`config.mk`:
```
export PLATFORM = sky130hd
export DESIGN_NAME = spms_port
export DESIGN_NICKNAME = d
export VERILOG_FILES = /design/src/verilog/spms_pkg.sv /design/src/verilog/spms_port.sv
export SDC_FILE = /design/constraint.sdc
export NUM_CORES = 1
export LEC_CHECK = 0
export BUFFER_PORTS_ARGS = -buffer_cell sky130_fd_sc_hd__buf_2
export CORE_MARGIN = 3
export CORE_UTILIZATION = 45
export DETAILED_ROUTE_END_ITERATION = 8
export GPL_TIMING_DRIVEN = 0
export SLEW_MARGIN = 40
export SYNTH_ARGS = -nofsm -noshare
export SYNTH_HDL_FRONTEND = slang
export SYNTH_SLANG_ARGS = --single-unit
```
`constraint.sdc`:
```
create_clock -name sys_clk -period 9.1 [get_ports sys_clk]
set_clock_uncertainty 0.1 [all_clocks]
set_input_delay 0.455 -clock sys_clk [delete_from_list [all_inputs] [get_ports sys_clk]]
set_output_delay 0.455 -clock sys_clk [all_outputs]
set_load 0.05 [all_outputs]
```
`src/verilog/spms_pkg.sv`:
```
/*
  Shared constants and types of the eight-bit serial peripheral port:
  register byte offsets, field positions, reset values, engine states and
  the pin carriers. Assumes 32-bit Avalon-MM access, one register a word.
*/
package spms_pkg;

  // Register byte offsets, one aligned word each.
  localparam logic [4:0] ADDR_CTRL_ONE   = 5'h00;
  localparam logic [4:0] ADDR_CTRL_TWO   = 5'h04;
  localparam logic [4:0] ADDR_RATE       = 5'h08;
  localparam logic [4:0] ADDR_STATUS     = 5'h0C;
  localparam logic [4:0] ADDR_MATCH      = 5'h10;
  localparam logic [4:0] ADDR_DATA       = 5'h14;

  // First control register fields.
  localparam int C1_RX_FAULT_IE = 7;
  localparam int C1_ENABLE      = 6;
  localparam int C1_TX_IE       = 5;
  localparam int C1_MASTER      = 4;
  localparam int C1_POLARITY    = 3;
  localparam int C1_PHASE       = 2;
  localparam int C1_SELECT_OE   = 1;
  localparam int C1_LOW_FIRST   = 0;

  // Second control register fields; bit 6 is unimplemented.
  localparam int C2_MATCH_IE    = 7;
  localparam int C2_TX_DMA      = 5;
  localparam int C2_FAULT_EN    = 4;
  localparam int C2_SHARED_OE   = 3;
  localparam int C2_RX_DMA      = 2;
  localparam int C2_STOP_WAIT   = 1;
  localparam int C2_SINGLE_PIN  = 0;
  localparam logic [7:0] C2_WRITE_MASK = 8'hBF;

  // Rate divider fields; bit 7 is reserved.
  localparam int RATE_PRE_LSB   = 4;
  localparam logic [7:0] RATE_WRITE_MASK = 8'h7F;

  // Status register fields; bits 3 to 0 read as zero.
  localparam int ST_RX_FULL     = 7;
  localparam int ST_MATCH       = 6;
  localparam int ST_TX_EMPTY    = 5;
  localparam int ST_FAULT       = 4;

  // Reset values.
  localparam logic [7:0] CTRL_ONE_RESET = 8'h04;
  localparam logic [7:0] CTRL_TWO_RESET = 8'h00;
  localparam logic [7:0] RATE_RESET     = 8'h00;
  localparam logic [7:0] MATCH_RESET    = 8'h00;
  localparam logic [7:0] DATA_RESET     = 8'h00;

  // Sixteen clock edges carry one byte; the counter wraps to zero on the last one.
  localparam logic [3:0] LAST_EDGE      = 4'hF;

  typedef enum logic [1:0] {
    SPMS_IDLE   = 2'b00,
    SPMS_SHIFT  = 2'b01,
    SPMS_FINISH = 2'b10
  } spms_state_type;

  // Pin levels arriving from the pads.
  typedef struct packed {
    logic sclk_i;
    logic mosi_i;
    logic miso_i;
    logic ss_n_i;
  } spms_pin_in_type;

  // Pin levels and enables going to the pads.
  typedef struct packed {
    logic sclk_o;
    logic sclk_oe;
    logic mosi_o;
    logic mosi_oe;
    logic miso_o;
    logic miso_oe;
    logic ss_n_o;
    logic ss_n_oe;
  } spms_pin_out_type;

endpackage : spms_pkg

```
`src/verilog/spms_port.sv`:
```
/*
  Eight-bit serial peripheral port, master or slave, with its register
  file on an Avalon-MM slave with waitrequest. Assumes one clock sys_clk,
  a synchronous active-high reset, and pads that resolve each pin from
  the level and enable given here.
*/
// The implementer's own choices: the Avalon-MM interface to the registers and the register offsets.
`timescale 1ns/1ps

// Operation
// - First control register holds enable, interrupt enables, role, clock and options.
// - Second control register holds match enable, fault enable, shared pin and extras.
// - Rate register sets prescaler and divisor that make the master serial clock.
// - Match register is compared with each byte copied to the receive buffer to raise a match.
// - Software reads status with transmit empty set, then writes data; master starts.
// - Control one bit 7 enables receive and fault interrupts, bit 6 enables port.
// - Control one bit 5 enables transmit interrupt, bit 4 selects master.
// - Bit 3 picks clock polarity; bit 2 puts first edge at bit start.
// - Bit 1 sets select pin use under fault detect; bit 0 low bit first.
// - Control two bit 7 enables match interrupt; bit 6 unimplemented.
// - Control two bit 4 fault detect, bit 5 transmit DMA, bit 2 receive DMA.
// - Bit 3 clear makes shared pin input; bit 0 clear uses separate pins.
// - Control two bit 1 set stops serial clocks while the processor waits.
// - Rate bits 6 to 4 pick prescale, 000 is one; bit 7 reserved.
// - Rate bits 3 to 0 pick divisor, 0000 divides by two.
// - Master serial clock is never faster than the bus clock over two.
// - Status bit 7 sets when the receive buffer fills.
// - Status bit 6 sets when the received byte equals the match value.
// - Status bit 5 sets when the transmit buffer can take a byte.
// - Status bit 4 is the mode fault flag; bits 3 to 0 reserved.
// - Match register holds an eight-bit value in bits 0 to 7.
// - Data register takes the byte to send and returns the byte received.
// - Interrupt rises while the port is enabled and any flag is set together with its enable.
// - Mode fault aborts the transfer and clears master select to slave.
// - With the port disabled the engine rests while registers stay reachable.
module spms_port (
  input  wire logic                       sys_clk,
  input  wire logic                       rst,
  input  wire logic [4:0]                 avs_address,
  input  wire logic                       avs_read,
  input  wire logic                       avs_write,
  input  wire logic [31:0]                avs_writedata,
  output      logic [31:0]                avs_readdata,
  output      logic                       avs_waitrequest,
  input  wire logic                       cpu_wait,
  input  wire spms_pkg::spms_pin_in_type  pins_in,
  output      spms_pkg::spms_pin_out_type pins_out,
  output      logic                       irq,
  output      logic                       tx_dma_req,
  output      logic                       rx_dma_req
);

  logic [7:0]                  ctrl_one;
  logic [7:0]                  ctrl_two;
  logic [7:0]                  rate_div;
  logic [7:0]                  match_value;
  logic [7:0]                  tx_data;
  logic [7:0]                  rx_data;
  logic                        rx_full;
  logic                        match_flag;
  logic                        tx_empty;
  logic                        fault_flag;
  logic                        rx_armed;
  logic                        tx_armed;
  logic                        fault_armed;
  spms_pkg::spms_pin_in_type   pin_meta;
  spms_pkg::spms_pin_in_type   pin_sync;
  logic                        sclk_prev;
  spms_pkg::spms_state_type    state;
  logic [19:0]                 half_cnt;
  logic [19:0]                 half_len;
  logic [3:0]                  edge_cnt;
  logic                        sclk_q;
  logic [7:0]                  tx_sh;
  logic [7:0]                  rx_sh;
  logic [7:0]                  next_tx;
  logic [7:0]                  load_val;
  logic                        out_bit;
  logic [7:0]                  read_mux;

  // Bus handshake terms; a request completes on the edge with wait low.
  logic bus_req;
  logic rd_done;
  logic wr_done;
  logic [7:0] wdata;
  assign bus_req = avs_read | avs_write;
  assign rd_done = avs_read & ~avs_waitrequest;
  assign wr_done = avs_write & ~avs_waitrequest;
  assign wdata   = avs_writedata[7:0];

  logic wr_c1;
  logic wr_c2;
  logic wr_rate;
  logic wr_status;
  logic wr_match;
  logic wr_data;
  logic rd_status;
  logic rd_data;
  assign wr_c1     = wr_done & (avs_address == spms_pkg::ADDR_CTRL_ONE);
  assign wr_c2     = wr_done & (avs_address == spms_pkg::ADDR_CTRL_TWO);
  assign wr_rate   = wr_done & (avs_address == spms_pkg::ADDR_RATE);
  assign wr_status = wr_done & (avs_address == spms_pkg::ADDR_STATUS);
  assign wr_match  = wr_done & (avs_address == spms_pkg::ADDR_MATCH);
  assign wr_data   = wr_done & (avs_address == spms_pkg::ADDR_DATA);
  assign rd_status = rd_done & (avs_address == spms_pkg::ADDR_STATUS);
  assign rd_data   = rd_done & (avs_address == spms_pkg::ADDR_DATA);

  // Control field views.
  logic enabled;
  logic is_master;
  logic clock_phase;
  logic clock_polarity;
  logic low_first;
  logic single_pin;
  logic shared_oe;
  logic fault_en;
  logic select_oe;
  assign enabled    = ctrl_one[spms_pkg::C1_ENABLE];
  assign is_master  = ctrl_one[spms_pkg::C1_MASTER];
  assign clock_polarity       = ctrl_one[spms_pkg::C1_POLARITY];
  assign clock_phase       = ctrl_one[spms_pkg::C1_PHASE];
  assign select_oe  = ctrl_one[spms_pkg::C1_SELECT_OE];
  assign low_first  = ctrl_one[spms_pkg::C1_LOW_FIRST];
  assign fault_en   = ctrl_two[spms_pkg::C2_FAULT_EN];
  assign shared_oe  = ctrl_two[spms_pkg::C2_SHARED_OE];
  assign single_pin = ctrl_two[spms_pkg::C2_SINGLE_PIN];

  // Every read or write answers one cycle after it is first seen, so
  // the read mux is sampled while waitrequest is still high.
  always_ff @(posedge sys_clk) begin
    if (rst) begin
      avs_waitrequest <= 1'b1;
    end else begin
      avs_waitrequest <= ~(bus_req & avs_waitrequest);
    end
  end

  // Read data; unmapped offsets and reserved bits read as zero.
  always_comb begin
    unique case (avs_address)
      spms_pkg::ADDR_CTRL_ONE: read_mux = ctrl_one;
      spms_pkg::ADDR_CTRL_TWO: read_mux = ctrl_two;
      spms_pkg::ADDR_RATE:     read_mux = rate_div;
      spms_pkg::ADDR_STATUS:   read_mux = {rx_full, match_flag, tx_empty,
                                           fault_flag, 4'h0};
      spms_pkg::ADDR_MATCH:    read_mux = match_value;
      spms_pkg::ADDR_DATA:     read_mux = rx_data;
      default:                 read_mux = 8'h00;
    endcase
  end

  always_ff @(posedge sys_clk) begin
    if (rst) begin
      avs_readdata <= 32'h0000_0000;
    end else if (avs_read & avs_waitrequest) begin
      avs_readdata <= {24'h00_0000, read_mux};
    end
  end

  // Mode fault: a master watching its select pin sees it pulled low.
  logic fault_event;
  assign fault_event = enabled & is_master & fault_en & ~select_oe &
                       ~pin_sync.ss_n_i;

  // First control register; a fault drops master select after any write.
  always_ff @(posedge sys_clk) begin
    if (rst) begin
      ctrl_one <= spms_pkg::CTRL_ONE_RESET;
    end else begin
      if (wr_c1) begin
        ctrl_one <= wdata;
      end
      if (fault_event) begin
        ctrl_one[spms_pkg::C1_MASTER] <= 1'b0;
      end
    end
  end

  // Remaining software registers; unimplemented bits stay zero.
  always_ff @(posedge sys_clk) begin
    if (rst) begin
      ctrl_two    <= spms_pkg::CTRL_TWO_RESET;
      rate_div    <= spms_pkg::RATE_RESET;
      match_value <= spms_pkg::MATCH_RESET;
      tx_data     <= spms_pkg::DATA_RESET;
    end else begin
      if (wr_c2) begin
        ctrl_two <= wdata & spms_pkg::C2_WRITE_MASK;
      end
      if (wr_rate) begin
        rate_div <= wdata & spms_pkg::RATE_WRITE_MASK;
      end
      if (wr_match) begin
        match_value <= wdata;
      end
      if (wr_data) begin
        tx_data <= wdata;
      end
    end
  end

  // Pads are foreign to sys_clk, so each passes two flops first.
  always_ff @(posedge sys_clk) begin
    if (rst) begin
      pin_meta  <= '1;
      pin_sync  <= '1;
      sclk_prev <= 1'b1; // Matches the synced idle level, so no false edge.
    end else begin
      pin_meta  <= pins_in;
      pin_sync  <= pin_meta;
      sclk_prev <= pin_sync.sclk_i;
    end
  end

  // Half period is (prescale + 1) << rate, never below one cycle, which
  // keeps the serial clock at or under sys_clk over two.
  always_comb begin
    half_len = 20'(({17'h0_0000, rate_div[6:spms_pkg::RATE_PRE_LSB]} +
                     20'h0_0001) << rate_div[3:0]);
  end

  logic freeze;
  logic m_tick;
  logic s_edge;
  logic edge_now;
  logic sample_now;
  logic drive_now;
  logic serial_in;
  assign freeze   = cpu_wait & ctrl_two[spms_pkg::C2_STOP_WAIT];
  assign m_tick   = is_master & (state == spms_pkg::SPMS_SHIFT) & ~freeze &
                    (half_cnt == half_len - 20'h0_0001);
  assign s_edge   = ~is_master & (state == spms_pkg::SPMS_SHIFT) &
                    (pin_sync.sclk_i != sclk_prev);
  assign edge_now = m_tick | s_edge;
  // Even edges lead; phase picks which kind samples and which drives.
  assign sample_now = edge_now & (~edge_cnt[0] ^ clock_phase);
  assign drive_now  = edge_now & ~(~edge_cnt[0] ^ clock_phase) &
                      (edge_cnt != 4'h0);
  // The shared pin is the master's out pin and the slave's out pin.
  assign serial_in  = (is_master ^ single_pin) ? pin_sync.miso_i
                                               : pin_sync.mosi_i;

  // Half period counter runs only while a master shifts.
  always_ff @(posedge sys_clk) begin
    if (rst) begin
      half_cnt <= 20'h0_0000;
    end else if (~is_master | (state != spms_pkg::SPMS_SHIFT)) begin
      half_cnt <= 20'h0_0000;
    end else if (~freeze) begin
      if (m_tick) begin
        half_cnt <= 20'h0_0000;
      end else begin
        half_cnt <= half_cnt + 20'h0_0001;
      end
    end
  end

  // Start conditions, abort conditions and the completion copy.
  logic start_now;
  logic abort_now;
  logic consume;
  logic rx_clear;
  logic copy_now;
  assign start_now = (state == spms_pkg::SPMS_IDLE) & enabled & ~fault_flag &
                     (is_master ? ~tx_empty : ~pin_sync.ss_n_i);
  assign abort_now = ~enabled | fault_event |
                     (~is_master & pin_sync.ss_n_i);
  assign consume   = start_now & ~tx_empty;
  assign rx_clear  = rd_data & rx_armed;
  // A full buffer not yet serviced drops the new byte.
  assign copy_now  = (state == spms_pkg::SPMS_FINISH) & (~rx_full | rx_clear);

  // Transfer sequencer.
  always_ff @(posedge sys_clk) begin
    if (rst) begin
      state <= spms_pkg::SPMS_IDLE;
    end else begin
      unique case (state)
        spms_pkg::SPMS_IDLE: begin
          if (start_now) begin
            state <= spms_pkg::SPMS_SHIFT;
          end
        end
        spms_pkg::SPMS_SHIFT: begin
          if (abort_now) begin
            state <= spms_pkg::SPMS_IDLE;
          end else if (edge_now & (edge_cnt == spms_pkg::LAST_EDGE)) begin
            state <= spms_pkg::SPMS_FINISH;
          end
        end
        spms_pkg::SPMS_FINISH: begin
          state <= spms_pkg::SPMS_IDLE;
        end
        default: begin
          state <= spms_pkg::SPMS_IDLE;
        end
      endcase
    end
  end

  // Edge counter and the master's own serial clock.
  always_ff @(posedge sys_clk) begin
    if (rst) begin
      edge_cnt <= 4'h0;
      sclk_q   <= 1'b0;
    end else if (state != spms_pkg::SPMS_SHIFT) begin
      edge_cnt <= 4'h0;
      sclk_q   <= clock_polarity;
    end else if (edge_now) begin
      edge_cnt <= edge_cnt + 4'h1;
      sclk_q   <= ~sclk_q;
    end
  end

  // A slave with nothing new sends what is left in its transmit shifter.
  always_comb begin
    load_val = tx_empty ? tx_sh : tx_data;
    next_tx  = low_first ? {1'b0, tx_sh[7:1]} : {tx_sh[6:0], 1'b0};
  end

  // Transmit shifter; the out bit is a flop so the pad sees no glitch.
  always_ff @(posedge sys_clk) begin
    if (rst) begin
      tx_sh   <= 8'h00;
      out_bit <= 1'b0;
    end else if (start_now) begin
      tx_sh   <= load_val;
      out_bit <= low_first ? load_val[0] : load_val[7];
    end else if (drive_now) begin
      tx_sh   <= next_tx;
      out_bit <= low_first ? next_tx[0] : next_tx[7];
    end
  end

  // Receive shifter fills from the same end the far side sends first.
  always_ff @(posedge sys_clk) begin
    if (rst) begin
      rx_sh <= 8'h00;
    end else if (sample_now) begin
      rx_sh <= low_first ? {serial_in, rx_sh[7:1]}
                         : {rx_sh[6:0], serial_in};
    end
  end

  // Status flags: a hardware set always beats a software clear.
  always_ff @(posedge sys_clk) begin
    if (rst) begin
      rx_full    <= 1'b0;
      match_flag <= 1'b0;
      tx_empty   <= 1'b1;
      fault_flag <= 1'b0;
      rx_data    <= spms_pkg::DATA_RESET;
    end else begin
      if (copy_now) begin
        rx_full <= 1'b1;
        rx_data <= rx_sh;
      end else if (rx_clear) begin
        rx_full <= 1'b0;
      end
      if (copy_now & (rx_sh == match_value)) begin
        match_flag <= 1'b1;
      end else if (wr_status & wdata[spms_pkg::ST_MATCH]) begin
        match_flag <= 1'b0;
      end
      if (consume) begin
        tx_empty <= 1'b1;
      end else if (wr_data & tx_armed) begin
        tx_empty <= 1'b0;
      end
      if (fault_event) begin
        fault_flag <= 1'b1;
      end else if (wr_c1 & fault_armed) begin
        fault_flag <= 1'b0;
      end
    end
  end

  // Clear sequences: a status read with the flag set arms its clear.
  always_ff @(posedge sys_clk) begin
    if (rst) begin
      rx_armed    <= 1'b0;
      tx_armed    <= 1'b0;
      fault_armed <= 1'b0;
    end else begin
      if (rd_status & rx_full) begin
        rx_armed <= 1'b1;
      end else if (rd_data) begin
        rx_armed <= 1'b0;
      end
      if (rd_status & tx_empty) begin
        tx_armed <= 1'b1;
      end else if (wr_data) begin
        tx_armed <= 1'b0;
      end
      if (rd_status & fault_flag) begin
        fault_armed <= 1'b1;
      end else if (wr_c1) begin
        fault_armed <= 1'b0;
      end
    end
  end

  // Interrupt and DMA requests; nothing is requested while disabled.
  always_ff @(posedge sys_clk) begin
    if (rst) begin
      irq        <= 1'b0;
      tx_dma_req <= 1'b0;
      rx_dma_req <= 1'b0;
    end else begin
      irq <= enabled &
             (((rx_full | fault_flag) & ctrl_one[spms_pkg::C1_RX_FAULT_IE]) |
              (tx_empty & ctrl_one[spms_pkg::C1_TX_IE]) |
              (match_flag & ctrl_two[spms_pkg::C2_MATCH_IE]));
      tx_dma_req <= enabled & tx_empty & ctrl_two[spms_pkg::C2_TX_DMA];
      rx_dma_req <= enabled & rx_full & ctrl_two[spms_pkg::C2_RX_DMA];
    end
  end

  // Pad drive. After a fault the port is a slave with its outputs off,
  // so it cannot fight the master that pulled the select line.
  logic m_drive;
  logic s_drive;
  assign m_drive = enabled & is_master & ~fault_flag;
  assign s_drive = enabled & ~is_master & ~fault_flag & ~pin_sync.ss_n_i;
  always_ff @(posedge sys_clk) begin
    if (rst) begin
      pins_out <= '0;
    end else begin
      pins_out.sclk_o  <= sclk_q;
      pins_out.sclk_oe <= m_drive;
      pins_out.mosi_o  <= out_bit;
      pins_out.mosi_oe <= m_drive & (~single_pin | shared_oe);
      pins_out.miso_o  <= out_bit;
      pins_out.miso_oe <= s_drive & (~single_pin | shared_oe);
      pins_out.ss_n_o  <= (state == spms_pkg::SPMS_IDLE); // Outlasts last edge.
      pins_out.ss_n_oe <= m_drive & fault_en & select_oe;
    end
  end

endmodule : spms_port

```
# After elaboration in Yosys (flattened, before gate mapping)
# Index checks and enable logic that the tools add are counted.
[classes]
add_sub_neg = 4
n_mux = 31
bitwise = 82
eq_ne = 15
shifts = 1
n_reduce_logical = 17
[ops]
columns = ["cell", "count"]
rows = [
  ["AND 1 bit", 56],
  ["one-hot mux 8 bit (6 select lines)", 1],
  ["2-to-1 mux 8 bit", 5],
  ["adder 20 x 1 -> 20 bit, second input constant", 1],
  ["== test 20 bit", 1],
  ["2-to-1 mux 1 bit", 20],
  ["2-to-1 mux 20 bit", 1],
  ["<< shifter 4 x 4 -> 20 bit", 1],
  ["subtractor 20 x 1 -> 20 bit, second input constant", 1],
  ["nonzero test 2 bit", 8],
  ["inverter 1 bit", 14],
  ["== test 5 x 4 -> 1 bit, second input constant", 2],
  ["== test 5 bit, second input constant", 2],
  ["OR 1 bit", 10],
  ["== test 8 bit", 1],
  ["OR reduction 2 bit", 4],
  ["2-to-1 mux 2 bit", 3],
  ["== test 5 x 3 -> 1 bit, second input constant", 1],
  ["zero test 5 bit", 1],
  ["adder 3 x 1 -> 4 bit, second input constant", 1],
  ["adder 4 x 1 -> 4 bit, second input constant", 1],
  ["== test 4 bit, second input constant", 1],
  ["!= test 2 bit, second input constant", 2],
  ["one-hot mux 2 bit (2 select lines)", 1],
  ["9 further kinds", 11],
]
[word_totals]
word_cells = 193
register_bits = 125

# Depth between registers and ports, before layout
# Gate-level depths: netlist of the first run.
[depth]
ltp_word = 10
ltp_mapped = 17

# Worst setup path before layout of the first run
# OpenSTA, ideal clock, no wires.
[synth_timing]
kind = "reg-to-reg"
from = "register rate_div[5]"
to = "register half_cnt[16]"
synth_period_minus_slack_ns = 3.681
arrival_ns = 3.466
stages_incl_launch_ff = 15
setup_slack_ns = 5.419
required_ns = 8.885
setup_ns = 0.115
path_buffers = 3
path_cell_list = "dfxtp_1 ha_1 buf_2 a21oi_2 a221o_2 o21ai_1 and2_4 or4_1 o21ai_1 nand4b_1 or4_1 buf_2 nand3_2 buf_4 nor2_1"
[synth_between]
elab_chain_len = 6
[synth_lines]
columns = ["element", "line_no", "rtl"]
rows = [
  ["start, declared", "spms_port.sv:55", "logic [7:0] rate_div;"],
  ["start signal, assigned", "spms_port.sv:183", "rate_div <= spms_pkg::RATE_RESET;"],
  ["start signal, assigned", "spms_port.sv:191", "rate_div <= wdata & spms_pkg::RATE_WRITE_MASK;"],
  ["adder 3 x 1 -> 4 bit", "spms_port.sv:218", "half_len = 20'(({17'h0_0000, rate_div[6:spms_pkg::RATE_PRE_LSB]} +"],
  ["<< shifter 4 x 4 -> 20 bit", "spms_port.sv:218", ""],
  ["subtractor 20 x 1 -> 20 bit", "spms_port.sv:231", "(half_cnt == half_len - 20'h0_0001);"],
  ["== test 20 bit", "spms_port.sv:231", ""],
  ["AND 1 bit", "spms_port.sv:230", "assign m_tick = is_master & (state == spms_pkg::SPMS_SHIFT) & ~freeze &"],
  ["2-to-1 mux 20 bit", "spms_port.sv:250", "if (m_tick) begin"],
  ["end signal, assigned", "spms_port.sv:253", "half_cnt <= half_cnt + 20'h0_0001;"],
  ["end, declared", "spms_port.sv:70", "logic [19:0] half_cnt;"],
]
# No other way between the ends.
# A chain may end at the register's enable or synchronous reset.

# Worst setup path after layout of the first run
[layout_timing]
from = "register rate_div[5]"
to = "register out_bit"
[layout_between]
elab_chain_len = 9
[layout_lines]
columns = ["element", "line_no", "rtl"]
rows = [
  ["adder 3 x 1 -> 4 bit", "spms_port.sv:218", ""],
  ["<< shifter 4 x 4 -> 20 bit", "spms_port.sv:218", ""],
  ["subtractor 20 x 1 -> 20 bit", "spms_port.sv:231", ""],
  ["== test 20 bit", "spms_port.sv:231", ""],
  ["AND 1 bit", "spms_port.sv:230", ""],
  ["OR 1 bit", "spms_port.sv:234", "assign edge_now = m_tick | s_edge;"],
  ["AND 1 bit (2 in a row)", "spms_port.sv:237", "assign drive_now = edge_now & ~(~edge_cnt[0] ^ clock_phase) &"],
  ["nonzero test 2 bit (no source line)", "--", ""],
  ["end signal, assigned", "spms_port.sv:328", "out_bit <= low_first ? load_val[0] : load_val[7];"],
  ["end signal, assigned", "spms_port.sv:331", "out_bit <= low_first ? next_tx[0] : next_tx[7];"],
  ["end, declared", "spms_port.sv:78", "logic out_bit;"],
]
# No other way between the ends.

==> results of run 1 <==
==> worst max-delay path by stage <==
stage	from	end	slack [ps]
CTS	rate_div[5]$_SDFFE_PP0P_	out_bit$_SDFFE_PP0P_	4610
global placement	rate_div[5]$_SDFFE_PP0P_	out_bit$_SDFFE_PP0P_	4610
finish	rate_div[5]$_SDFFE_PP0P_	out_bit$_SDFFE_PP0P_	4550
detailed placement	rate_div[5]$_SDFFE_PP0P_	out_bit$_SDFFE_PP0P_	4670
floorplan	rate_div[5]$_SDFFE_PP0P_	half_cnt[16]$_SDFFE_PP0N_	5420
global route	rate_div[5]$_SDFFE_PP0P_	out_bit$_SDFFE_PP0P_	4210
==> power breakdown <==
part	internal [mW]	switching, mW
Sequential	0.554	0.00637
Clock	0.413	0.280
Combinational	0.0255	0.0584
Total	0.992	0.345
==> final cells by class <==
cell class / count / area [sq um]
clock inverter: 15 / 178
buffer: 70 / 403
sequential: 125 / 2500
timing repair buffer: 42 / 211
multi-input combinational: 711 / 4600
clock buffer: 17 / 425
inverter: 13 / 48.8
tap: 216 / 270
fill: 1603 / 7360
==> metal layers <==
metal / track usage [%] / vias to the layer above / wire length [um]
met5: 0 / - / 0
met4: 7.52 / 0 / 439
met3: 3.98 / 31 / 961
met2: 42.0 / 212 / 10800
met1: 32.1 / 3276 / 9810
li1: - / 3398 / -
==> state kept, by name, indices dropped and copies added, names as in the netlist, 2 cells and up <==
register,flops
pins_out,7
avs_readdata,8
pin_meta,4
ctrl_two,7
match_value,8
edge_cnt,4
tx_sh,8
rx_data,8
pin_sync,4
state,2
tx_data,8
rate_div,7
ctrl_one,8
half_cnt,20
rx_sh,8
==> stage by stage <==
step | hold WS (ps) | cells
2_1_floorplan | 289 | 919
3_3_place_gp | 292 | 1175
3_5_place_dp | 294 | 1177
4_1_cts | 105 | 1209
5_1_grt | 95.8 | 1209
6_report | 114 | 1209
==> cells in the final DEF (no fill, tap or decap), drive strengths merged, types with 6 or more instances in the layout <==
master	instances
dfxtp	125
nand2	107
nor2	95
buf	86
a21oi	52
mux2i	45
nand3	43
clkbuf	43
xor2	31
conb	24
xnor2	24
o21ai	22
nor3	21
nand4	18
inv	18
a22oi	15
or2	15
nor2b	13
a31oi	13
nor4	11
o211ai	10
a211oi	9
nand2b	8
and3	8
mux2	8
a222oi	8
or3	8
o221a	7
and2	7
nor3b	6
clkinv	6
==> cell families after synthesis <==
family / count (synthesis) / share of synthesized area (%)
adder cells (fa/ha/maj): 5 / 0.843
XOR/XNOR: 55 / 6.75
AND/OR/NAND/NOR: 381 / 25.8
AO/OA/AOI/OAI: 192 / 19.1
flip-flops: 125 / 33.7
buffers and inverters: 83 / 6.09
other: 1 / 0.0506
multiplexers: 54 / 7.59
==> results.md, run 1 <==
* Max_cap viols at 0
* Most common cell in the netlist: dfxtp_1
* Initial Utilization at 46.4%
* Via count at 6,917
* P&R area growth vs syn at 16.5%
* Period utilisation layout at 50.0%
* CP required at 9310 ps
* CTS tree: yes
* Tot GR Track Use at 24.6%
* Setup violators final at 0
* Leakage at 3.05 nW
* CP arrival at 4760 ps
* Post-synth EDFFs at 0
* Crit Path Category: reg2reg
* Min-Delay Endpoint: pin_meta[3]$_SDFF_PP1_
* Clock Tree Buf Depth at 2
* Setup bufs post-CTS at 0
* Chip width at 134 um
* CP max-delay cell: nor4_4
* Final core utilization at 54.0%
* Grt ovf at 0
* H-tree depth at 4
* Share of flip-flops with an asynchronous set or reset at 0%
* Final instance area at 8640 sq um
* Final hold vios at 0
* Die area at 18,100 sq um
* Power per cell area at 155 nW/um^2
* HP Start: pins_in[3]
* Hold/Removal Path Class: in2reg
* Crit-path cells: ha_1 > xor2_1 > buf_2 > a211oi_1 > a21oi_1 > a211oi_1 > nand3_1 > nand2_1 > nand4b_1 > nor4_4 > nor2_2 > o41ai_1
* CTS hold repair buffers at 0
* Synthesized cell area at 7420 sq um
* Proportion of layout cells with a drive suffix above 1 at 16.8%
* Tot Pwr at 1.34 mW
* Reg2Reg Setup Slack at 4550 ps
* Starting DRT DRC Count at 634
* # diodes at 0
* Worst path depth at 12
* Vias per cell at 5.72
* Initial antenna violation count at 0
* Syn Inst Count at 896
* Synth area leader: dfxtp_1
* WL/cell at 18.2 um
* Reg2reg start: rate_div[5]$_SDFFE_PP0P_
* Synth top area cells: dfxtp_1 34%, mux2i_1 6.1%, nand2_1 5.4%, nor2_1 4.8%, xor2_1 3.7%
* Final worst setup slack at 4550 ps
* Bufs and invs on worst path at 1
* Max FO, Critical Path at 10
* Detailed Routing Iterations Pass 1 at 6
* Pin count of the biggest net entering global routing at 17
* Maximum VDD drop at 0.191 mV
* Outcome: finished clean
* Slew @ Worst Pin at 831 ps
* Resize count post-CTS at 0
* CTS buffer count at 17
* Synthesis-stage register bit count at 125
* Die Ht at 134 um
* # DRC at 0
* Cells on Worst Hold Path at 2
* Yosys warns at 0
* Total negative setup slack at 0 ps
* Worst R2R End: out_bit$_SDFFE_PP0P_
* Detailed Route WL at 22.0 mm
* Detailed placement HPWL at 16.4 mm
* Prevailing post-synth register cell: dfxtp_1
* CP top delay family: simple AND/OR/NAND/NOR gates
* Setup WS pre-CTS at 4670 ps
* Detail Route Antenna Nets at 0
* Core ar. at 16,000 sq um
* Sequential fraction of the synthesis area at 33.7%
* Worst skew pair latency at 420 ps
* Layout Nets at 1,031
* Clock-pin transition on the worst setup and hold timing paths at 60 ps
* Critical Path End Type: flop
* Unrepaired setup endpoints after global routing: no
* R2R depth at 12
* Io pins at 90
* GPL Wtd Cong at 0.918
* Num rows at 46
* Number of global-route vias before repair at 6,445
* Synth top area share at 33.7%
* Minimum clock period after layout at 4550 ps
* FMAX at 220 MHz
* Clock Sinks at 125
* Mean Syn Cell Area at 8.28 sq um
* Slew HR at 44.2%
* Placement Cell Area at 8020 sq um
* Setup crit start kind: flop
* Cell variety after synth at 90
* IO buf count at 40
* Final slew viol count at 0
* Global-route wire length before repair at 35.1 mm
* Root Driver: clkbuf_16
* CP peak stage delay at 700 ps
* Cell with the most instances on the worst path: a211oi_1
* Most frequent cells after synthesis: 125 x dfxtp_1, 106 x nand2_1, 94 x nor2_1, 50 x a21oi_1, 45 x mux2i_1
Note: power is estimated with default switching activity, not from simulation.
==> inputs of run 2 (changes only) <==
--- a/config.mk
+++ b/config.mk
@@ -10,6 +10,7 @@
 export CORE_UTILIZATION = 45
 export DETAILED_ROUTE_END_ITERATION = 8
 export GPL_TIMING_DRIVEN = 0
+export PLACE_DENSITY = 0.67
 export SLEW_MARGIN = 40
 export SYNTH_ARGS = -nofsm -noshare
 export SYNTH_HDL_FRONTEND = slang
==> constraint.sdc (replaced) <==
create_clock -name sys_clk -period 4.1 [get_ports sys_clk]
set_clock_uncertainty 0.1 [all_clocks]
set_input_delay 0.205 -clock sys_clk [delete_from_list [all_inputs] [get_ports sys_clk]]
set_output_delay 0.205 -clock sys_clk [all_outputs]
set_load 0.05 [all_outputs]
==> run 2 against run 1 <==
Compared with the run above: clock-buffer cell count increased by 1; total power up 130%; non-clock buffer count grew 19; setup slack got worse by 4400 ps; critical path type unchanged; largest cell class unchanged; highest routed layer unchanged.
==> results.md, run 2 (synthesized netlist as in run 1, its figures left out) <==
* Outcome: finished clean (unchanged)
* Via count at 7,160 (was 6,917)
* Placement Cell Area at 8020 sq um (unchanged)
* CTS tree: yes (unchanged)
* Final hold vios at 0 (unchanged)
* Die Ht at 134 um (unchanged)
* CP arrival at 4170 ps (was 4760 ps)
* Hold/Removal Path Class: in2reg (unchanged)
* Minimum clock period after layout at 3950 ps (was 4550 ps)
* Critical Path End Type: flop (unchanged)
* Grt ovf at 0 (unchanged)
* Detailed placement HPWL at 16.2 mm (was 16.4 mm)
* CP required at 4320 ps (was 9310 ps)
* Max_cap viols at 0 (unchanged)
* Reg2Reg Setup Slack at 150 ps (was 4550 ps)
* Cells on Worst Hold Path at 3 (was 2)
* Worst hold slack at 18.1 ps (was 114 ps)
* Crit Path Category: reg2reg (unchanged)
* Slew @ Worst Pin at 800 ps (was 831 ps)
* Initial Utilization at 46.4% (unchanged)
* Starting DRT DRC Count at 782 (was 634)
* CTS buffer count at 17 (unchanged)
* Reg2reg start: rate_div[5]$_SDFFE_PP0P_ (unchanged)
* Die area at 18,100 sq um (unchanged)
* WL/cell at 18.0 um (was 18.2 um)
* Setup violators final at 0 (unchanged)
* Final slew viol count at 0 (unchanged)
* Worst R2R End: out_bit$_SDFFE_PP0P_ (unchanged)
* Layout Nets at 1,050 (was 1,031)
* HP Start: avs_writedata[2] (was pins_in[3])
* Global-route wire length before repair at 34.9 mm (was 35.1 mm)
* Vias per cell at 5.83 (was 5.72)
* Unrepaired setup endpoints after global routing: no (unchanged)
* IO buf count at 40 (unchanged)
* FMAX at 253 MHz (was 220 MHz)
* Initial antenna violation count at 0 (unchanged)
* # diodes at 0 (unchanged)
* # DRC at 0 (unchanged)
* Leakage at 3.17 nW (was 3.05 nW)
* Power per cell area at 339 nW/um^2 (was 155 nW/um^2)
* Root Driver: clkbuf_16 (unchanged)
* Tot Pwr at 3.03 mW (was 1.34 mW)
* Chip width at 134 um (unchanged)
* Most frequent cells in the layout: 123 x dfxtp_1, 105 x nand2_1, 92 x nor2_1 (was 125 x dfxtp_1, 106 x nand2_1, 93 x nor2_1)
* Tot GR Track Use at 24.3% (was 24.6%)
* Num rows at 46 (unchanged)
* H-tree depth at 4 (unchanged)
* Maximum VDD drop at 0.394 mV (was 0.191 mV)
* Worst skew pair latency at 420 ps (about the same)
* Detailed Routing Iterations Pass 1 at 8 (was 6)
* Slew HR at 46.3% (was 44.2%)
* Max FFs per register at 20 (unchanged)
* Detailed Route WL at 22.1 mm (was 22.0 mm)
* P&R area growth vs syn at 20.7% (was 16.5%)
* Max FO, Critical Path at 10 (unchanged)
* GPL Wtd Cong at 0.988 (was 0.918)
* Detail Route Antenna Nets at 0 (unchanged)
* Clock Tree Buf Depth at 2 (unchanged)
* Clock Sinks at 125 (unchanged)
* Setup crit start kind: flop (unchanged)
* Io pins at 90 (unchanged)
* R2R depth at 13 (was 12)
* Proportion of layout cells with a drive suffix above 1 at 19.1% (was 16.8%)
* Period utilisation layout at 96.4% (was 50.0%)
* Clock-pin transition on the worst setup and hold timing paths at 60 ps (about the same)
* Pin count of the biggest net entering global routing at 17 (unchanged)
* Core ar. at 16,000 sq um (unchanged)
* Reg with most FFs: half_cnt (unchanged)
* Number of global-route vias before repair at 6,617 (was 6,445)
* Final instance area at 8950 sq um (was 8640 sq um)
* Min-Delay Endpoint: tx_data[2]$_SDFFE_PP0P_ (was pin_meta[3]$_SDFF_PP1_)
* Commonest non-fill, non-tap cell in the layout: dfxtp_1 (unchanged)
run 2: cell types whose count changed in the layout (fill, tap and decap cells not counted), sizes merged:
cell / previous run / this run
buf: 86 / 91
clkinvlp: 2 / 1
bufinv: 2 / 3
dlygate4sd3: 0 / 12
clkbuf: 43 / 46
inv: 18 / 17
run 2: how the worst max path moves through the flow:
stage / startpoint / to / slack, ps / cells past startpoint
CTS: rate_div[5]$_SDFFE_PP0P_ / half_cnt[15]$_SDFFE_PP0N_ / 2 / 14
global placement: rate_div[5]$_SDFFE_PP0P_ / out_bit$_SDFFE_PP0P_ / -320 / 12
global route: rate_div[5]$_SDFFE_PP0P_ / out_bit$_SDFFE_PP0P_ / 5 / 13
detailed placement: rate_div[5]$_SDFFE_PP0P_ / out_bit$_SDFFE_PP0P_ / -350 / 12
floorplan: rate_div[5]$_SDFFE_PP0P_ / half_cnt[16]$_SDFFE_PP0N_ / 420 / 14
finish: rate_div[5]$_SDFFE_PP0P_ / out_bit$_SDFFE_PP0P_ / 150 / 13
run 2: worst max-delay path, cell delays in order (launching register included):
cell,delay (ps)
dfxtp_4,370
ha_2,340
clkbuf_4,210
a21oi_4,80
a221oi_4,430
nand2_2,130
xor2_1,170
or3_1,370
a2111oi_2,400
nand4b_1,180
buf_4,180
nor4_4,310
nor2_2,170
o41ai_1,400
run 2: layer usage:
layer / part of all wire [%] / global-route usage (%)
met1: 43 / 31.5
met2: 47 / 40.4
met3: 6.7 / 4.73
met4: 2.5 / 8.71
met5: 0 / 0
run 2: area by class of cell:
type | instances | area, sq um
inverter | 13 | 48.8
sequential | 125 | 2510
timing repair buffer | 62 | 392
clock inverter | 14 | 180
clock buffer | 18 | 439
multi-input combinational | 711 | 4710
buffer | 69 | 403
tap | 216 | 270
fill | 1514 | 7050
run 2: timing repair:
item / in CTS / in global routing
pin swaps: 4 / 8
gates resized for setup: 10 / 16
endpoints found under the hold margin: 13 / 0
hold buffers: 12 / 0
buffers inserted: 4 / 4
endpoints found under the setup margin: 44 / 44
run 2: where the power goes:
| group | internal, mW | leakage [nW] | switching [mW] |
|---|---|---|---|
| combinational | 0.0652 | 1.85 | 0.133 |
| sequential | 1.23 | 1.01 | 0.0141 |
| clock | 0.985 | 0.304 | 0.609 |
run 2: through the flow:
step,setup slack [ps],setup TNS (ps),util [%],instances
2_1_floorplan,419,0,-,919
3_3_place_gp,-317,-8920,49.8,1175
3_5_place_dp,-353,-10530,50.1,1177
4_1_cts,2.50,0,55.2,1225
5_1_grt,5.33,0,55.9,1228
6_report,146,0,55.9,1228
==> inputs of run 3 (changes only) <==
--- a/config.mk
+++ b/config.mk
@@ -10,7 +10,7 @@
 export CORE_UTILIZATION = 45
 export DETAILED_ROUTE_END_ITERATION = 8
 export GPL_TIMING_DRIVEN = 0
-export PLACE_DENSITY = 0.67
+export PLACE_DENSITY = 0.68
 export SLEW_MARGIN = 40
 export SYNTH_ARGS = -nofsm -noshare
 export SYNTH_HDL_FRONTEND = slang
==> run 3 against run 2 <==
Compared with the run above: global-route usage fell by 0.61 points; sequential power barely moved; cell count fell by 0.16%; non-clock buffer count did not move; register-to-register slack barely moved; sequential share of layout area rose by 0.24 points; total power fell by 5.7%; die area did not move; highest routed layer unchanged.
==> results.md, run 3 (synthesized netlist as in run 1, its figures left out) <==
* Outcome: finished clean (unchanged)
* Tot GR Track Use at 23.7% (was 24.3%)
* Most frequent cells in the layout: 123 x dfxtp_1, 105 x nand2_1, 92 x nor2_1 (unchanged)
* Clock Sinks at 125 (unchanged)
* Commonest non-fill, non-tap cell in the layout: dfxtp_1 (unchanged)
* Hold/Removal Path Class: in2reg (unchanged)
* Minimum clock period after layout at 3960 ps (was 3950 ps)
* Die Ht at 134 um (unchanged)
* Initial antenna violation count at 0 (unchanged)
* Maximum VDD drop at 0.399 mV (was 0.394 mV)
* Critical Path End Type: flop (unchanged)
* Worst R2R End: rx_sh[0]$_SDFFE_PP0P_ (was out_bit$_SDFFE_PP0P_)
* Worst skew pair latency at 420 ps (about the same)
* WL/cell at 17.5 um (was 18.0 um)
* Min-Delay Endpoint: tx_data[1]$_SDFFE_PP0P_ (was tx_data[2]$_SDFFE_PP0P_)
* Reg2Reg Setup Slack at 140 ps (was 150 ps)
* HP Start: avs_writedata[1] (was avs_writedata[2])
* Chip width at 134 um (unchanged)
* Clock Tree Buf Depth at 2 (unchanged)
* Die area at 18,100 sq um (unchanged)
* Max FFs per register at 20 (unchanged)
* Reg2reg start: rate_div[5]$_SDFFE_PP0P_ (unchanged)
* Setup crit start kind: flop (unchanged)
* Final slew viol count at 0 (unchanged)
* Num rows at 46 (unchanged)
* Layout Nets at 1,050 (unchanged)
* # diodes at 0 (unchanged)
* Unrepaired setup endpoints after global routing: no (unchanged)
* Max FO, Critical Path at 10 (unchanged)
* Setup violators final at 0 (unchanged)
* Slew @ Worst Pin at 889 ps (was 800 ps)
* CTS buffer count at 17 (unchanged)
* Period utilisation layout at 96.6% (was 96.4%)
* Io pins at 90 (unchanged)
* Vias per cell at 5.78 (was 5.83)
* Reg with most FFs: half_cnt (unchanged)
* Core ar. at 16,000 sq um (unchanged)
* CP required at 4270 ps (was 4320 ps)
* CP max-delay cell: or4_1 (was a221oi_4)
* IO buf count at 40 (unchanged)
* Grt ovf at 0 (unchanged)
* FMAX at 252 MHz (was 253 MHz)
* Crit Path Category: reg2reg (unchanged)
* Power per cell area at 323 nW/um^2 (was 339 nW/um^2)
* Pin count of the biggest net entering global routing at 17 (unchanged)
* P&R area growth vs syn at 19.6% (was 20.7%)
* CP peak stage delay at 720 ps (was 430 ps)
* Final instance area at 8870 sq um (was 8950 sq um)
* Setup WS pre-CTS at -334 ps (was -353 ps)
* CP arrival at 4130 ps (was 4170 ps)
* Detailed placement HPWL at 15.7 mm (was 16.2 mm)
* Initial Utilization at 46.4% (unchanged)
* Max_cap viols at 0 (unchanged)
* Cells on Worst Hold Path at 3 (unchanged)
* GPL Wtd Cong at 0.987 (was 0.988)
* Slew HR at 40.5% (was 46.3%)
* Detailed Routing Iterations Pass 1 at 9 (was 8)
* R2R depth at 12 (was 13)
* Via count at 7,090 (was 7,160)
* Final worst setup slack at 139 ps (was 146 ps)
* Tot Pwr at 2.86 mW (was 3.03 mW)
* Proportion of layout cells with a drive suffix above 1 at 19.4% (was 19.1%)
* Leakage at 3.13 nW (was 3.17 nW)
* Detail Route Antenna Nets at 0 (unchanged)
* Global-route wire length before repair at 34.4 mm (was 34.9 mm)
* Placement Cell Area at 8020 sq um (about the same)
* Final hold vios at 0 (unchanged)
* Starting DRT DRC Count at 752 (was 782)
* Clock-pin transition on the worst setup and hold timing paths at 70 ps (was 60 ps)
* H-tree depth at 4 (unchanged)
* Detailed Route WL at 21.4 mm (was 22.1 mm)
* Root Driver: clkbuf_16 (unchanged)
* Worst hold slack at 17.9 ps (was 18.1 ps)
* Crit-path cells: ha_2 > buf_4 > a21oi_2 > a221o_2 > o21ai_1 > and2_4 > or4_1 > o21ai_1 > nand4b_1 > or4_1 > o2111ai_1 > o311ai_0 (was ha_2 > clkbuf_4 > a21oi_4 > a221oi_4 > nand2_2 > xor2_1 > or3_1 > a2111oi_2 > nand4b_1 > buf_4 > nor4_4 > nor2_2 > o41ai_1)
* # DRC at 0 (unchanged)
* Number of global-route vias before repair at 6,600 (was 6,617)
* CTS tree: yes (unchanged)
run 3: cell count changes in the layout (fill, tap and decap cells not counted), moves of 2 or more:
cell	change
o21ai_1	+2
buf_4	+4
dlygate4sd3_1	-3
o21ai_0	-2
clkinv_4	+2
bufinv_16	-2
a211oi_2	+2
inv_6	-2
clkbuf_4	-2
run 3: power by group:
part           leakage (nW)  total, mW  switching, mW  internal (mW)
Combinational          1.86      0.194          0.131         0.0628
Clock                 0.266       1.43          0.575          0.850
Sequential             1.01       1.24         0.0147           1.23
Total                  3.13       2.86          0.721           2.14
run 3: metal layers:
metal  vias to the layer above  wire [um]  global-route usage [%]  share of wire (%)
met2                       277      10100                    39.1                 47
met3                        53       1300                    4.09                6.1
met1                      3316       9580                    31.5                 45
li1                       3444          -                       -                  -
met4                         0        514                    8.03                2.4
met5                         -          0                       0                  0
run 3: timing repair:
item / CTS / global route
pin swaps: 4 / 10
hold buffers: 9 / 0
hold endpoints to repair: 10 / 0
setup buffers: 3 / 7
cloned: 0 / 0
setup endpoints to repair: 44 / 44
resized for setup: 9 / 28
run 3: stage by stage:
stage	setup TNS, ps	util [%]	instances
floorplan	0	-	919
global placement	-8470	49.8	1175
detailed placement	-9900	50.1	1177
CTS	0	54.5	1219
global route	0	55.5	1226
finish	0	55.5	1226
run 3: worst max-delay path by stage:
stage / startpoint / end / slack [ps] / cells past startpoint
after floorplan: rate_div[5]$_SDFFE_PP0P_ / half_cnt[16]$_SDFFE_PP0N_ / 420 / 14
after global placement: rate_div[5]$_SDFFE_PP0P_ / out_bit$_SDFFE_PP0P_ / -310 / 12
after detailed placement: rate_div[5]$_SDFFE_PP0P_ / out_bit$_SDFFE_PP0P_ / -330 / 12
after CTS: rate_div[5]$_SDFFE_PP0P_ / half_cnt[13]$_SDFFE_PP0N_ / 30 / 14
after global routing: rate_div[5]$_SDFFE_PP0P_ / rx_sh[2]$_SDFFE_PP0P_ / 5 / 15
final: rate_div[5]$_SDFFE_PP0P_ / rx_sh[0]$_SDFFE_PP0P_ / 140 / 12
run 3: worst max-delay path: cells and delay by family, from the launching register on:
| kind | cells | cell delay (ps) |
|---|---|---|
| and+or+nand+nor | 4 | 1750 |
| AOI/OAI and AO/OA | 6 | 1060 |
| DFF | 1 | 410 |
| adders and majority gates | 1 | 310 |
| buffers and inverters | 1 | 180 |
run 3: layout make-up:
type                            instances  area, sq um
Fill cell                            1556         7130
Timing Repair Buffer                   61          374
Clock inverter                         11          111
Multi-Input combinational cell        711         4700
Buffer                                 70          417
Clock buffer                           19          443
Tap cell                              216          270
Inverter                               13         48.8
Sequential cell                       125         2510
